**src/verilog/switch_port_pkg.sv**
```systemverilog
// Constants shared by the deflection switch register port
package switch_port_pkg;

  // ----------------------------------------------------------------
  // Bus framing
  // ----------------------------------------------------------------
  localparam logic [7:0] CHIP_BUS_ADDRESS = 8'h8C;
  localparam logic [3:0] BYTE_BITS = 4'h8;
  localparam logic [3:0] BIT_COUNT_ZERO = 4'h0;
  localparam logic [3:0] BIT_COUNT_STEP = 4'h1;

  // ----------------------------------------------------------------
  // Subaddresses of the switch registers
  // ----------------------------------------------------------------
  localparam logic [7:0] SUB_BLANK_GEOMETRY = 8'h01;
  localparam logic [7:0] SUB_WAVE_TIMING = 8'h0B;
  localparam logic [7:0] SUB_POWER_STARTUP = 8'h0D;

  // ----------------------------------------------------------------
  // Field positions, blanking_geometry_switches
  // ----------------------------------------------------------------
  localparam int UNLOCK_BLANK_POS = 0;
  localparam int PIN_BALANCE_POS = 1;
  localparam int PARALLELOGRAM_POS = 2;
  localparam int GAIN_INHIBIT_POS = 3;
  localparam int LIN_CORNER_POS = 4;
  localparam int MOIRE_POS = 5;
  localparam int TELEVISION_POS = 6;

  // ----------------------------------------------------------------
  // Field positions, waveform_timing_switches
  // ----------------------------------------------------------------
  localparam int EW_TRACK_POS = 0;
  localparam int OVERSCAN_POS = 2;
  localparam int CLAMP_EDGE_POS = 3;
  localparam int BLANK_LEN_POS = 4;
  localparam int LIN_BALANCE_POS = 5;
  localparam int POS_TRAP_POS = 6;
  localparam int SAW_LINK_POS = 7;

  // ----------------------------------------------------------------
  // Field positions and start values, power_startup_switches
  // ----------------------------------------------------------------
  localparam int POWER_DOWN_POS = 0;
  localparam int STARTUP_POS = 1;
  localparam logic POWER_DOWN_START = 1'b1;
  localparam logic STARTUP_START = 1'b0;

  // Defined value for registers whose power-up content is random
  localparam logic [7:0] SWITCH_CLEAR = 8'h00;

  // Receiver states
  typedef enum logic [2:0] {
    st_idle,
    st_addr,
    st_addr_ack,
    st_sub,
    st_sub_ack,
    st_data,
    st_data_ack
  } rx_state_t;

endpackage

```
**src/verilog/deflection_switch_register_port.sv**
```systemverilog
// Write-only serial slave port and control switch registers
// Contract
// - Start, address 8C, subaddress, data, each acknowledged
// - Acknowledge each byte, never during power-on reset
// - Extra data bytes rewrite the same subaddress
// - Accept clock rates up to fast mode
// - Subaddress 01 D0 excludes unlock blanking
// - D1, D2 disable pin balance, parallelogram waves
// - D3 inhibits vertical oscillator gain control
// - D4 centres linearity and corner correction
// - D5 disables horizontal and vertical moire cancel
// - D6 selects television mode at minimum frequency
// - Subaddress 0B D0 makes EW track frequency
// - D2 selects enlarged overscan vertical size
// - D3 puts clamp on leading edge
// - D4 selects long vertical blanking pulse
// - D5 centres linearity balance adjustment
// - D6 centres position and trapezium adjustments
// - D7 connects auxiliary sawtooth to second loop
// - Subaddress 0D D0 disables internal supply
// - D1 releases soft start when set
// - Protection forces power bits to start values
// - After power-on reset: standby, soft start held
// - Writes take effect at once
`timescale 1ns/1ps
module deflection_switch_register_port (
  input wire logic clk,
  input wire logic arst_n,
  input wire logic scl,
  input wire logic sda,
  output logic sda_value,
  output logic sda_enable,
  input wire logic por_active,
  input wire logic protection_trip,
  output logic unlock_blank_exclude,
  output logic pin_balance_wave_disable,
  output logic parallelogram_wave_disable,
  output logic oscillator_gain_loop_inhibit,
  output logic linearity_corner_centre_force,
  output logic moire_cancel_disable,
  output logic television_fmin_select,
  output logic ew_line_tracking,
  output logic overscan_size_select,
  output logic clamp_leading_edge,
  output logic blank_duration_select,
  output logic linearity_balance_centre_force,
  output logic position_trapezium_centre_force,
  output logic sawtooth_link_connect,
  output logic power_down_bit,
  output logic gentle_startup_release
);
  import switch_port_pkg::*;

  // ----------------------------------------------------------------
  // Reset release
  // ----------------------------------------------------------------
  logic rst_q1;
  logic rst_n;

  // Two-stage release of the asynchronous reset
  always_ff @(posedge clk or negedge arst_n) begin
    if (!arst_n) begin
      rst_q1 <= 1'b0;
      rst_n <= 1'b0;
    end else begin
      rst_q1 <= 1'b1;
      rst_n <= rst_q1;
    end
  end

  // ----------------------------------------------------------------
  // Line conditions
  // ----------------------------------------------------------------
  logic scl_rise;
  logic scl_fall;
  logic start_seen;
  logic stop_seen;
  logic sda_level;

  bus_condition_detect line_watch (
    .clk(clk),
    .rst_n(rst_n),
    .scl(scl),
    .sda(sda),
    .scl_rise(scl_rise),
    .scl_fall(scl_fall),
    .start_seen(start_seen),
    .stop_seen(stop_seen),
    .sda_level(sda_level)
  );

  // ----------------------------------------------------------------
  // Byte receiver
  // ----------------------------------------------------------------
  rx_state_t state;
  logic [3:0] bit_cnt;
  logic [7:0] shift;
  logic [7:0] sub_sel;
  logic [7:0] blanking_geometry_switches;
  logic [7:0] waveform_timing_switches;
  logic [1:0] power_startup_switches;
  logic in_byte;
  logic byte_done;
  logic byte_ack;
  logic data_write;

  // Byte phase decode and acknowledge decision
  assign in_byte = (state == st_addr) || (state == st_sub) || (state == st_data);
  assign byte_done = in_byte && scl_fall && (bit_cnt == BYTE_BITS);
  assign byte_ack = !por_active && ((state != st_addr) || (shift == CHIP_BUS_ADDRESS));
  assign data_write = (state == st_data) && byte_done && byte_ack;

  // Protocol sequencer; the data line is only pulled low in acknowledge slots
  always_ff @(posedge clk or negedge rst_n) begin
    if (!rst_n) begin
      state <= st_idle;
      bit_cnt <= BIT_COUNT_ZERO;
      shift <= SWITCH_CLEAR;
      sda_enable <= 1'b0;
    end else if (stop_seen) begin
      state <= st_idle;
      bit_cnt <= BIT_COUNT_ZERO;
      sda_enable <= 1'b0;
    end else if (start_seen) begin
      state <= st_addr;
      bit_cnt <= BIT_COUNT_ZERO;
      sda_enable <= 1'b0;
    end else begin
      case (state)
        st_addr, st_sub, st_data: begin
          if (scl_rise && (bit_cnt != BYTE_BITS)) begin
            shift <= {shift[6:0], sda_level};
            bit_cnt <= bit_cnt + BIT_COUNT_STEP;
          end else if (byte_done) begin
            bit_cnt <= BIT_COUNT_ZERO;
            sda_enable <= byte_ack;
            if (!byte_ack) begin
              state <= st_idle;
            end else if (state == st_addr) begin
              state <= st_addr_ack;
            end else if (state == st_sub) begin
              state <= st_sub_ack;
            end else begin
              state <= st_data_ack;
            end
          end
        end
        st_addr_ack: begin
          if (scl_fall) begin
            sda_enable <= 1'b0;
            state <= st_sub;
          end
        end
        st_sub_ack: begin
          if (scl_fall) begin
            sda_enable <= 1'b0;
            state <= st_data;
          end
        end
        st_data_ack: begin
          if (scl_fall) begin
            sda_enable <= 1'b0;
            state <= st_data;
          end
        end
        default: begin
          state <= st_idle;
          sda_enable <= 1'b0;
        end
      endcase
    end
  end

  // Data line value is always low; only the enable moves
  always_ff @(posedge clk or negedge rst_n) begin
    if (!rst_n) begin
      sda_value <= 1'b0;
    end else begin
      sda_value <= 1'b0;
    end
  end

  // Subaddress is taken once per transfer and never advanced
  always_ff @(posedge clk or negedge rst_n) begin
    if (!rst_n) begin
      sub_sel <= SWITCH_CLEAR;
    end else if ((state == st_sub) && byte_done && byte_ack) begin
      sub_sel <= shift;
    end
  end

  // ----------------------------------------------------------------
  // Switch registers
  // ----------------------------------------------------------------
  // Blanking and geometry switches, updated at the data byte's last bit
  always_ff @(posedge clk or negedge rst_n) begin
    if (!rst_n) begin
      blanking_geometry_switches <= SWITCH_CLEAR;
    end else if (data_write && (sub_sel == SUB_BLANK_GEOMETRY)) begin
      blanking_geometry_switches <= shift;
    end
  end

  // Waveform and timing switches
  always_ff @(posedge clk or negedge rst_n) begin
    if (!rst_n) begin
      waveform_timing_switches <= SWITCH_CLEAR;
    end else if (data_write && (sub_sel == SUB_WAVE_TIMING)) begin
      waveform_timing_switches <= shift;
    end
  end

  // Power and start-up switches; protection overrides any host write
  always_ff @(posedge clk or negedge rst_n) begin
    if (!rst_n) begin
      power_startup_switches[POWER_DOWN_POS] <= POWER_DOWN_START;
      power_startup_switches[STARTUP_POS] <= STARTUP_START;
    end else if (protection_trip) begin
      power_startup_switches[POWER_DOWN_POS] <= POWER_DOWN_START;
      power_startup_switches[STARTUP_POS] <= STARTUP_START;
    end else if (data_write && (sub_sel == SUB_POWER_STARTUP)) begin
      power_startup_switches[POWER_DOWN_POS] <= shift[POWER_DOWN_POS];
      power_startup_switches[STARTUP_POS] <= shift[STARTUP_POS];
    end
  end

  // Other subaddresses match no register above and leave all unchanged

  // ----------------------------------------------------------------
  // Switch outputs, each a register bit; ignored bits go nowhere
  // ----------------------------------------------------------------
  assign unlock_blank_exclude = blanking_geometry_switches[UNLOCK_BLANK_POS];
  assign pin_balance_wave_disable = blanking_geometry_switches[PIN_BALANCE_POS];
  assign parallelogram_wave_disable = blanking_geometry_switches[PARALLELOGRAM_POS];
  assign oscillator_gain_loop_inhibit = blanking_geometry_switches[GAIN_INHIBIT_POS];
  assign linearity_corner_centre_force = blanking_geometry_switches[LIN_CORNER_POS];
  assign moire_cancel_disable = blanking_geometry_switches[MOIRE_POS];
  assign television_fmin_select = blanking_geometry_switches[TELEVISION_POS];
  assign ew_line_tracking = waveform_timing_switches[EW_TRACK_POS];
  assign overscan_size_select = waveform_timing_switches[OVERSCAN_POS];
  assign clamp_leading_edge = waveform_timing_switches[CLAMP_EDGE_POS];
  assign blank_duration_select = waveform_timing_switches[BLANK_LEN_POS];
  assign linearity_balance_centre_force = waveform_timing_switches[LIN_BALANCE_POS];
  assign position_trapezium_centre_force = waveform_timing_switches[POS_TRAP_POS];
  assign sawtooth_link_connect = waveform_timing_switches[SAW_LINK_POS];
  assign power_down_bit = power_startup_switches[POWER_DOWN_POS];
  assign gentle_startup_release = power_startup_switches[STARTUP_POS];

  logic mapped_sub;
  assign mapped_sub = (sub_sel == SUB_BLANK_GEOMETRY) || (sub_sel == SUB_WAVE_TIMING) ||
    (sub_sel == SUB_POWER_STARTUP);
endmodule // deflection_switch_register_port

```
**src/verilog/bus_condition_detect.sv**
```systemverilog
// Edge, start and stop detection on the serial clock and data lines
`timescale 1ns/1ps
module bus_condition_detect (
  input wire logic clk,
  input wire logic rst_n,
  input wire logic scl,
  input wire logic sda,
  output logic scl_rise,
  output logic scl_fall,
  output logic start_seen,
  output logic stop_seen,
  output logic sda_level
);
  logic scl_q;
  logic sda_q;
  logic scl_prev;
  logic sda_prev;

  // Sample lines and keep last value; 250 MHz gives over 600 samples per 400 kHz bit
  always_ff @(posedge clk or negedge rst_n) begin
    if (!rst_n) begin
      scl_q <= 1'b1;
      sda_q <= 1'b1;
      scl_prev <= 1'b1;
      sda_prev <= 1'b1;
    end else begin
      scl_q <= scl;
      sda_q <= sda;
      scl_prev <= scl_q;
      sda_prev <= sda_q;
    end
  end

  // Bus conditions: data moving while clock stays high
  assign scl_rise = scl_q && !scl_prev;
  assign scl_fall = !scl_q && scl_prev;
  assign start_seen = scl_q && scl_prev && sda_prev && !sda_q;
  assign stop_seen = scl_q && scl_prev && !sda_prev && sda_q;
  assign sda_level = sda_q;

endmodule // bus_condition_detect

```
**config.mk**
```make
export PLATFORM = sky130hd
export DESIGN_NAME = deflection_switch_register_port
export DESIGN_NICKNAME = d
export VERILOG_FILES = /design/src/verilog/switch_port_pkg.sv /design/src/verilog/deflection_switch_register_port.sv /design/src/verilog/bus_condition_detect.sv
export SDC_FILE = /design/constraint.sdc
export NUM_CORES = 1
export LEC_CHECK = 0
export BUFFER_PORTS_ARGS = -buffer_cell sky130_fd_sc_hd__buf_4
export CORE_MARGIN = 5
export CORE_UTILIZATION = 50
export DETAILED_ROUTE_END_ITERATION = 7
export PLACE_DENSITY = 0.69
export SLEW_MARGIN = 20
export SYNTH_ARGS = -nofsm -noshare
export SYNTH_HDL_FRONTEND = slang
export SYNTH_SLANG_ARGS = --single-unit
```
**constraint.sdc**
```tcl
create_clock -name clk -period 3.8 [get_ports clk]
set_input_delay 0.38 -clock clk [delete_from_list [all_inputs] [get_ports clk]]
set_output_delay 0.38 -clock clk [all_outputs]
set_load 0.01 [all_outputs]
```
==> results of run 1 <==
[worst max-delay path: stages (launching register included)]
cell and delay [ns]:
dfrtp_1 0.43, inv_1 0.08, ha_1 0.17, nor4bb_1 0.30
nand4_1 0.20, nor3_2 0.49, mux2_2 0.40
[layer usage]
layer	GRT usage [%]	vias up	routed length [um]	share of wire (%)
met2	24.7	31	1960	49
met3	3.51	2	200	5.0
li1	-	622	-	-
met4	7.51	0	22	0.55
met1	22.0	663	1810	45
met5	0	-	0	0
[per-stage QoR]
stage,area [um2],util [%]
2_1_floorplan,2070,-
6_report,2370,59.3
4_1_cts,2370,59.3
3_5_place_dp,2270,56.8
3_3_place_gp,2270,56.8
5_1_grt,2370,59.3
[cells by family after synthesis]
family	Yosys count	synth area share, %
mux	31	18.2
simple gates	43	13.3
flops	46	55.9
buf+inv	10	2.42
fa+ha+maj	2	1.21
compound gates	22	7.37
xor+xnor	3	1.27
other cells	2	0.362
[worst min-delay path by stage]
stage                       from              endpoint  cells after the start
after floorplan           arst_n                 rst_n                      0
after global placement    arst_n                rst_q1                      1
after detailed placement  arst_n                rst_q1                      1
after CTS                    sda  line_watch.sda_level                      1
after global routing         sda  line_watch.sda_level                      1
final                        sda  line_watch.sda_level                      1
[final cells by class]
cell class	instances	area, um2
Sequential cell	46	1160
Clock buffer	5	68.8
Tap cell	50	62.6
Fill cell	317	1630
Inverter	6	22.5
Timing Repair Buffer	23	175
Multi-Input combinational cell	103	865
Clock inverter	3	21.3
[registers in the layout, indices dropped and copies added, names as in the netlist]
signal                      flops
shift                           8
sub_sel                         8
blanking_geometry_switches      7
waveform_timing_switches        7
bit_cnt                         4
state                           3
power_startup_switches          2
line_watch.scl_prev             1
line_watch.scl_q                1
line_watch.sda_level            1
line_watch.sda_prev             1
rst_n                           1
rst_q1                          1
sda_enable                      1
[layout by cell type, fill, tap and decap left out, types with 2 or more instances in the layout]
cell type	netlist	layout
dfrtp_1	41	40
mux2_2	22	22
buf_4	1	22
mux2_4	8	8
nand2_1	7	7
inv_1	6	6
nand3_1	5	5
nor2_1	5	5
clkbuf_8	0	5
dfstp_2	5	5
o21ai_0	4	4
a21oi_1	4	4
xor2_1	3	3
nand4_1	3	3
and3_1	3	3
nor2b_1	2	2
o2111ai_1	2	2
nor4b_1	2	2
a211o_1	2	2
nor3_1	2	2
a31oi_1	2	2
or2b_1	2	2
ha_1	2	2
conb_1	2	2
[where the power goes]
group	switching, uW	internal [uW]
Sequential	90.2	545
Clock	160	129
Combinational	54.7	72.1
==> flow_metrics.env, run 1 <==
export IMPL_status="complete, no violations"
export IMPL_clk_latency_ns=0.30
export IMPL_powerDensity_mw_per_mm2=443
export IMPL_routedWlPerCell_um=16.9
export IMPL_asyncSetResetFlopFracSynth_pct=100
export IMPL_synth_cells=159
export IMPL_cts_setup_buffers=0
export IMPL_cts_buffer_depth=2
export IMPL_ys_seq_elements=46
export IMPL_ys_seq_area_share_pct=55.9
export IMPL_core_area_mm2=0.00400
export IMPL_maxCapViolCount=0
export IMPL_synth_fp_nets=167
export IMPL_hpwlAfterDp_mm=2.86
export IMPL_clock_skew_ns=0.00712
export IMPL_cts_max_level=2
export IMPL_cts_root_buf="clkbuf_8"
export IMPL_drive_gt1_share_pct=39.8
export IMPL_fp_dieW_um=74.4
export IMPL_grt_antenna_before_repair=0
export IMPL_grt_pass1_vias=1408
export IMPL_grt_start_max_net_pins=45
export IMPL_syn_to_final_growth_pct=14.6
export IMPL_r2r_end="blanking_geometry_switches[0]"
export IMPL_synth_cell_types=47
export IMPL_synth_top_area_share_pct=49.5
export IMPL_cts_inserted_buffers=5
export IMPL_grt_pass1_wl_mm=6.73
export IMPL_drtIter0Drc=62
export IMPL_critPathLaunch="bit_cnt[0]"
export IMPL_drt_first_pass_iters=4
export IMPL_min_path_type="input pin to register"
export IMPL_vias=1318
export IMPL_hold_buffers=1
export IMPL_hold_ws_ns=0.191
export IMPL_rsz0062_at_grt="no"
export IMPL_reg2reg_from="bit_cnt[0]"
export IMPL_max_freq_mhz=463
export IMPL_synth_commonest_cells="dfrtp_1 (41), mux2_2 (22), mux2_4 (8)"
export IMPL_synth_most_common_cell="dfrtp_1"
export IMPL_drt_wl_total_mm=4.00
export IMPL_worstMarginPinSlew_ns=0.917
export IMPL_required_ns=3.99
export IMPL_period_share_pct=56.9
export IMPL_fin_nets=193
export IMPL_synth_area_leader_cell="dfrtp_1"
export IMPL_grtUsageTotal_pct=16.2
export IMPL_dp_cells=227
export IMPL_io_buffers=22
export IMPL_layoutNonFillerInstCount=236
export IMPL_cp_data_arrival_time_ns=2.35
export IMPL_critPathMaxFanout=7
export IMPL_syn_area_mm2=0.00207
export IMPL_worstSetupStartpointType="register"
export IMPL_gp_congestion=0.853
export IMPL_hold_violations=0
export IMPL_pre_cts_ws_ns=1.61
export IMPL_synth_warning_count=0
export IMPL_synth_edf_count=0
export IMPL_vias_per_cell=5.58
export IMPL_reg2reg_depth=6
export IMPL_post_cts_resized=0
export IMPL_grt_overflow_total=0
export IMPL_cp_end_kind="register"
export IMPL_path_class="register to register"
export IMPL_die_area_mm2=0.00553
export IMPL_io_pins=24
export IMPL_tritoncts="built"
export IMPL_post_route_min_period_ns=2.16
export IMPL_ant_nets=0
export IMPL_synth_area_top_cells="dfrtp_1 (50%), mux2_2 (12%), dfstp_2 (6.3%)"
export IMPL_slew_headroom_pct=38.9
export IMPL_setup_tns_ns=0
export IMPL_critical_path_endpoint="blanking_geometry_switches[0]"
export IMPL_p_leak_uw=0.00116
export IMPL_cts_sinks=46
export IMPL_die_h_um=74.4
export IMPL_antenna_cells=0
export IMPL_syn_area_per_cell_um2=13.0
export IMPL_ys_flop_type="dfrtp_1"
export IMPL_clkTransAtPathRegs_ns=0.08
export IMPL_worst_slack_ns=1.64
export IMPL_vdd_drop_max_mv=0.259
export IMPL_p_total_uw=1050
export IMPL_finalSetupViolCount=0
export IMPL_r2r_slack_ns=1.64
export IMPL_drc=0
export IMPL_slew_violations=0
export IMPL_start_util_pct=51.8
export IMPL_rows=23
Note: power is estimated with default switching activity, not from simulation.
==> run 2, diff against run 1 <==
Clock period 3.8 ns to 2.1 ns, I/O delays scaled along.
==> run 2 against run 1 <==
  * Via count up 5.8%
  * Non-clock buffer count is 7 higher
  * Global-route usage increased by 0.64 points
  * Core utilization rose by 2.2 points
  * Critical path depth unchanged
  * Wire length increased by 4.0%
  * Design area increased by 3.7%
  * Largest power group unchanged
  * Register-to-register slack worse by 1.5 ns
  * First-iteration DRC count is 44% higher
  * Sequential power rose by 81%
  * Maximum frequency grew 7.9%
  * Highest routed layer unchanged
  * Cell count is 3.4% higher
==> flow_metrics.env, run 2 (synthesized netlist as in run 1, its figures left out) <==
export IMPL_critPathMaxFanout=8
export IMPL_path_class="register to register"
export IMPL_seq_area_mm2=0.00116
export IMPL_die_h_um=74.4
export IMPL_layoutNonFillerInstCount=244
export IMPL_clock_skew_ns=0.00553
export IMPL_grtUsageTotal_pct=16.8
export IMPL_grt_antenna_before_repair=0
export IMPL_use_met2_pct=26.0
export IMPL_slew_violations=0
export IMPL_die_area_mm2=0.00553
export IMPL_cp_end_kind="register"
export IMPL_drc=0
export IMPL_cts_buffer_depth=2
export IMPL_drt_first_pass_iters=4
export IMPL_status="complete, no violations"
export IMPL_period_share_pct=95.3
export IMPL_cts_inserted_buffers=5
export IMPL_tritoncts="built"
export IMPL_fin_nets=201
export IMPL_io_pins=24
export IMPL_grt_busiest_layer="met2"
export IMPL_vias=1395
export IMPL_rsz0062_at_grt="no"
export IMPL_final_cell_mix="dfrtp_1 (40), buf_4 (28), mux2_2 (22), mux2_4 (8), nand2_1 (7)"
export IMPL_reg_top3="shift: 8 flops, sub_sel: 8 flops"
export IMPL_final_common_cell="dfrtp_1"
export IMPL_gp_congestion=0.897
export IMPL_antenna_cells=0
export IMPL_max_freq_mhz=500
export IMPL_stdcell_area_mm2=0.00246
export IMPL_start_util_pct=51.8
export IMPL_ant_nets=0
export IMPL_min_path_type="input pin to register"
export IMPL_clk_latency_ns=0.30
export IMPL_required_ns=2.29
export IMPL_vias_per_cell=5.72
export IMPL_dp_cells=233
export IMPL_clkTransAtPathRegs_ns=0.08
export IMPL_vdd_drop_max_mv=0.652
export IMPL_drt_wl_total_mm=4.16
export IMPL_cts_max_level=2
export IMPL_powerDensity_mw_per_mm2=835
export IMPL_setup_tns_ns=0
export IMPL_core_area_mm2=0.00400
export IMPL_grt_pass1_vias=1431
export IMPL_maxCapViolCount=0
export IMPL_cp_data_arrival_time_ns=2.19
export IMPL_worstMarginPinSlew_ns=0.549
export IMPL_hpwlAfterDp_mm=3.00
export IMPL_cts_sinks=46
export IMPL_syn_to_final_growth_pct=18.8
export IMPL_post_route_min_period_ns=2.00
export IMPL_multi_input_area_um2=878
export IMPL_grt_start_max_net_pins=26
export IMPL_grt_pass1_wl_mm=6.89
export IMPL_cts_setup_buffers=0
export IMPL_finalSetupViolCount=0
export IMPL_met3_usage_pct=5.27
export IMPL_grt_overflow_total=0
export IMPL_p_leak_uw=0.00120
export IMPL_routedWlPerCell_um=17.0
export IMPL_io_buffers=22
export IMPL_hold_violations=0
export IMPL_p_total_uw=2060
export IMPL_drive_gt1_share_pct=41.2
export IMPL_fillers=310
export IMPL_rows=23
export IMPL_drtIter0Drc=89
export IMPL_fp_dieW_um=74.4
export IMPL_cts_root_buf="clkbuf_8"
export IMPL_dpl_instance_area_mm2=0.00232
export IMPL_worstSetupStartpointType="register"
export IMPL_slew_headroom_pct=63.4
export IMPL_grt_met1_usage_pct=21.4
## run 2: cell count changes in the layout (fill, tap and decap cells not counted), sizes merged
cell	change
clkinv	-2
or4b	+1
clkbuf	+1
bufinv	+1
buf	+6
dlygate4sd3	+1
## run 2: critical path, stage by stage (launching register included)
cell	delay [ns]
dfrtp_1	0.42
inv_1	0.07
ha_1	0.17
and3b_2	0.25
nand2_4	0.09
or4b_4	0.56
mux2_4	0.33
## run 2: final timing paths
path                            start                             to  slack, ns  depth (start not counted)
min in group asynchronous      arst_n                          rst_n       0.22                          2
max reg2reg                bit_cnt[0]                     sub_sel[0]        0.1                          6
min                               sda           line_watch.sda_level       0.02                          1
max                        bit_cnt[0]                     sub_sel[0]        0.1                          6
min reg2reg                     rst_n                     bit_cnt[3]       0.26                          0
max in group asynchronous       rst_n  blanking_geometry_switches[1]       1.23                          1
## run 2: per-stage QoR
step / util, % / setup slack, ns / hold slack, ns
floorplan: - / 0.155 / -0.0856
global placement: 58.0 / 0.112 / -0.00846
detailed placement: 58.0 / 0.0664 / -0.00605
CTS: 61.2 / 0.0553 / 0.00237
global route: 61.6 / 0.0125 / 0.000173
finish: 61.6 / 0.0982 / 0.0174
## run 2: layout make-up
class | count | area share (%)
Tap cell | 50 | 2.54
Inverter | 6 | 0.915
Timing Repair Buffer | 30 | 9.35
Clock inverter | 2 | 1.52
Multi-Input combinational cell | 104 | 35.7
Clock buffer | 6 | 2.95
Sequential cell | 46 | 47.1
## run 2: repair_timing
item	in CTS	in global routing
setup endpoints to repair	0	7
endpoints found under the hold margin	3	0
resized for setup	0	1
hold buffers	2	0
## run 2: routing by layer
metal,up-vias,part of all wire (%),wire length (um)
met1,714,44,1840
met4,0,2.3,96
li1,639,-,-
met2,31,48,2010
met3,11,5.0,208
met5,-,0,0
## run 2: power by group
group	internal, uW	switching [uW]	leakage, uW
Sequential	987	167	0.000603
Clock	355	294	0.0000514
Combinational	144	110	0.000548
Total	1490	571	0.00120
==> run 3, diff against run 2 <==
Settings changed: CTS_CLUSTER_DIAMETER set to 60, SLEW_MARGIN 20 to 10.
Clock period 2.1 ns to 1.9 ns, I/O delays scaled along.
==> run 3 against run 2 <==
  * The flow now finishes with violations (setup timing)
  * Design area grew 4.8%
  * Power rose by 6.6%
  * Global-route usage grew 1.0 points
  * Die area stayed put
  * Critical path depth unchanged
==> flow_metrics.env, run 3 (synthesized netlist as in run 1, its figures left out) <==
export IMPL_path_cells="inv_1 -> ha_2 -> and3b_2 -> nand2_4 -> or4b_4 -> mux2_4"
export IMPL_die_h_um=74.4
export IMPL_critPathMaxFanout=5
export IMPL_vdd_drop_max_mv=0.455
export IMPL_drt_wl_total_mm=4.30
export IMPL_cellInternalPower_uw=1560
export IMPL_pwr_share_comb_pct=16.0
export IMPL_vias=1406
export IMPL_hold_end="power_startup_switches[1]"
export IMPL_required_ns=2.09
export IMPL_drc=0
export IMPL_p_leak_uw=0.00125
export IMPL_gp_congestion=0.894
export IMPL_p_total_uw=2190
export IMPL_finalSetupViolCount=7
export IMPL_io_buffers=22
export IMPL_die_area_mm2=0.00553
export IMPL_path_class="register to register"
export IMPL_whs_path_depth=2
export IMPL_path_buf_inv=1
export IMPL_slew_violations=0
export IMPL_cts_inserted_buffers=5
export IMPL_dpl_instance_area_mm2=0.00238
export IMPL_stdcell_area_mm2=0.00258
export IMPL_grtUsageTotal_pct=17.8
export IMPL_r2r_slack_ns=-0.04
export IMPL_reg_top3="shift: 8 flops, sub_sel: 8 flops"
export IMPL_clkTransAtPathRegs_ns=0.08
export IMPL_r2r_end="sub_sel[6]"
export IMPL_violations="setup timing"
export IMPL_hold_violations=0
export IMPL_reg2reg_from="bit_cnt[0]"
export IMPL_hpwlAfterDp_mm=3.05
export IMPL_fin_nets=210
export IMPL_cts_buffer_depth=2
export IMPL_routedWlPerCell_um=17.0
export IMPL_core_area_mm2=0.00400
export IMPL_status="finished, violations left"
export IMPL_syn_to_final_growth_pct=24.6
export IMPL_max_freq_mhz=515
export IMPL_critPathSlowestCell="or4b_4"
export IMPL_tritoncts="built"
export IMPL_cts_root_buf="clkbuf_8"
export IMPL_grt_overflow_total=0
export IMPL_grt_pass1_vias=1492
export IMPL_io_pins=24
export IMPL_hold_path_startpoint="protection_trip"
export IMPL_fp_dieW_um=74.4
export IMPL_min_path_type="input pin to register"
export IMPL_powerDensity_mw_per_mm2=849
export IMPL_power_frac_seq_pct=57.5
export IMPL_period_share_pct=102
export IMPL_drtIter0Drc=94
export IMPL_final_cell_mix="dfrtp_1 (40), buf_4 (34), mux2_2 (15), mux2_4 (15), nand2_1 (7)"
export IMPL_critPathMaxStageDelay_ns=0.56
export IMPL_critPathLaunch="bit_cnt[0]"
export IMPL_net_switching_power_uw=634
export IMPL_grt_start_max_net_pins=33
export IMPL_grt_antenna_before_repair=0
export IMPL_rsz0062_at_grt="yes"
export IMPL_cp_end_kind="register"
export IMPL_swShare_pct=28.9
export IMPL_reg2reg_depth=6
export IMPL_cp_top_family="simple AND/OR/NAND/NOR gates"
export IMPL_clock_skew_ns=0.0110
export IMPL_vias_per_cell=5.56
export IMPL_clk_latency_ns=0.30
export IMPL_cts_max_level=2
export IMPL_final_common_cell="dfrtp_1"
export IMPL_cp_data_arrival_time_ns=2.13
export IMPL_antenna_cells=0
export IMPL_grt_pass1_wl_mm=7.30
export IMPL_worstSetupStartpointType="register"
export IMPL_p_clk_share_pct=26.5
export IMPL_ant_nets=0
export IMPL_start_util_pct=51.8
export IMPL_rows=23
export IMPL_maxCapViolCount=0
export IMPL_post_route_min_period_ns=1.94
export IMPL_worst_slack_ns=-0.0408
export IMPL_cts_sinks=46
export IMPL_drive_gt1_share_pct=45.3
export IMPL_drt_first_pass_iters=4
==> run 3: changes by cell type in the layout (fill, tap and decap cells not counted), moves of 2 or more <==
| cell | change |
|---|---|
| nor4b_1 | -2 |
| nor4b_2 | +2 |
| mux2_2 | -7 |
| mux2_4 | +7 |
| buf_4 | +6 |
==> run 3: timing repair <==
item	in CTS	in global routing
cloned	1	0
endpoints found under the hold margin	4	0
gates resized for setup	1	13
endpoints found under the setup margin	9	23
setup buffers	0	1
hold buffers	3	0
pin swaps	1	2
==> run 3: worst register-to-register path, stage by stage, from the launching register on <==
cell     delay, ns
dfrtp_1       0.39
inv_1         0.07
ha_2          0.19
and3b_2       0.23
nand2_4       0.06
or4b_4        0.56
mux2_4        0.33
==> run 3: how the worst max path moves through the flow <==
stage                     cells after the start    endpoint
after floorplan                               7  sub_sel[0]
after global placement                        6  sub_sel[7]
after detailed placement                      6  sub_sel[6]
after CTS                                     6  sub_sel[0]
after global routing                          6  sub_sel[0]
final                                         6  sub_sel[6]
==> run 3: power groups by stage <==
| stage | clock network, uW | registers, uW | logic, uW |
|---|---|---|---|
| 6_report | 580 | 1260 | 350 |
| 3_5_place_dp | 0 | 1260 | 315 |
| 4_1_cts | 595 | 1240 | 324 |
| 3_3_place_gp | 0 | 1260 | 301 |
| 5_1_grt | 655 | 1290 | 392 |
| 2_1_floorplan | 0 | 1230 | 205 |
==> run 3: through the flow <==
step / hold slack [ns] / worst slack (ns) / setup TNS, ns / util (%) / instances
final: 0.0571 / -0.0408 / -0.188 / 64.5 / 253
after detailed placement: -0.0263 / -0.0344 / -0.231 / 59.6 / 240
after floorplan: -0.106 / -0.0389 / -0.311 / - / 159
after global placement: -0.0277 / 0.00444 / 0 / 59.6 / 240
after global routing: 0.0517 / -0.0938 / -0.481 / 64.5 / 253
after CTS: 0.0540 / -0.00467 / -0.00480 / 62.8 / 252
==> run 3: final cells by class <==
cell class	instances	area [um2]
inverters	6	22.5
multi-input cells	104	935
fillers	314	1420
clock inverters	2	13.8
clock buffers	6	72.6
well taps	50	62.6
flip-flops and latches	46	1160
repair buffers	39	317
==> run 3: metal layers <==
layer  share of wire, %  global-route usage (%)  routed length [um]  vias up
met3                3.9                    6.35                 168        6
met1                 45                    22.9                1920      712
li1                   -                       -                   -      663
met5                  0                       0                   0        -
met2                 50                    27.8                2140       25
met4                1.6                    6.52                  68        0
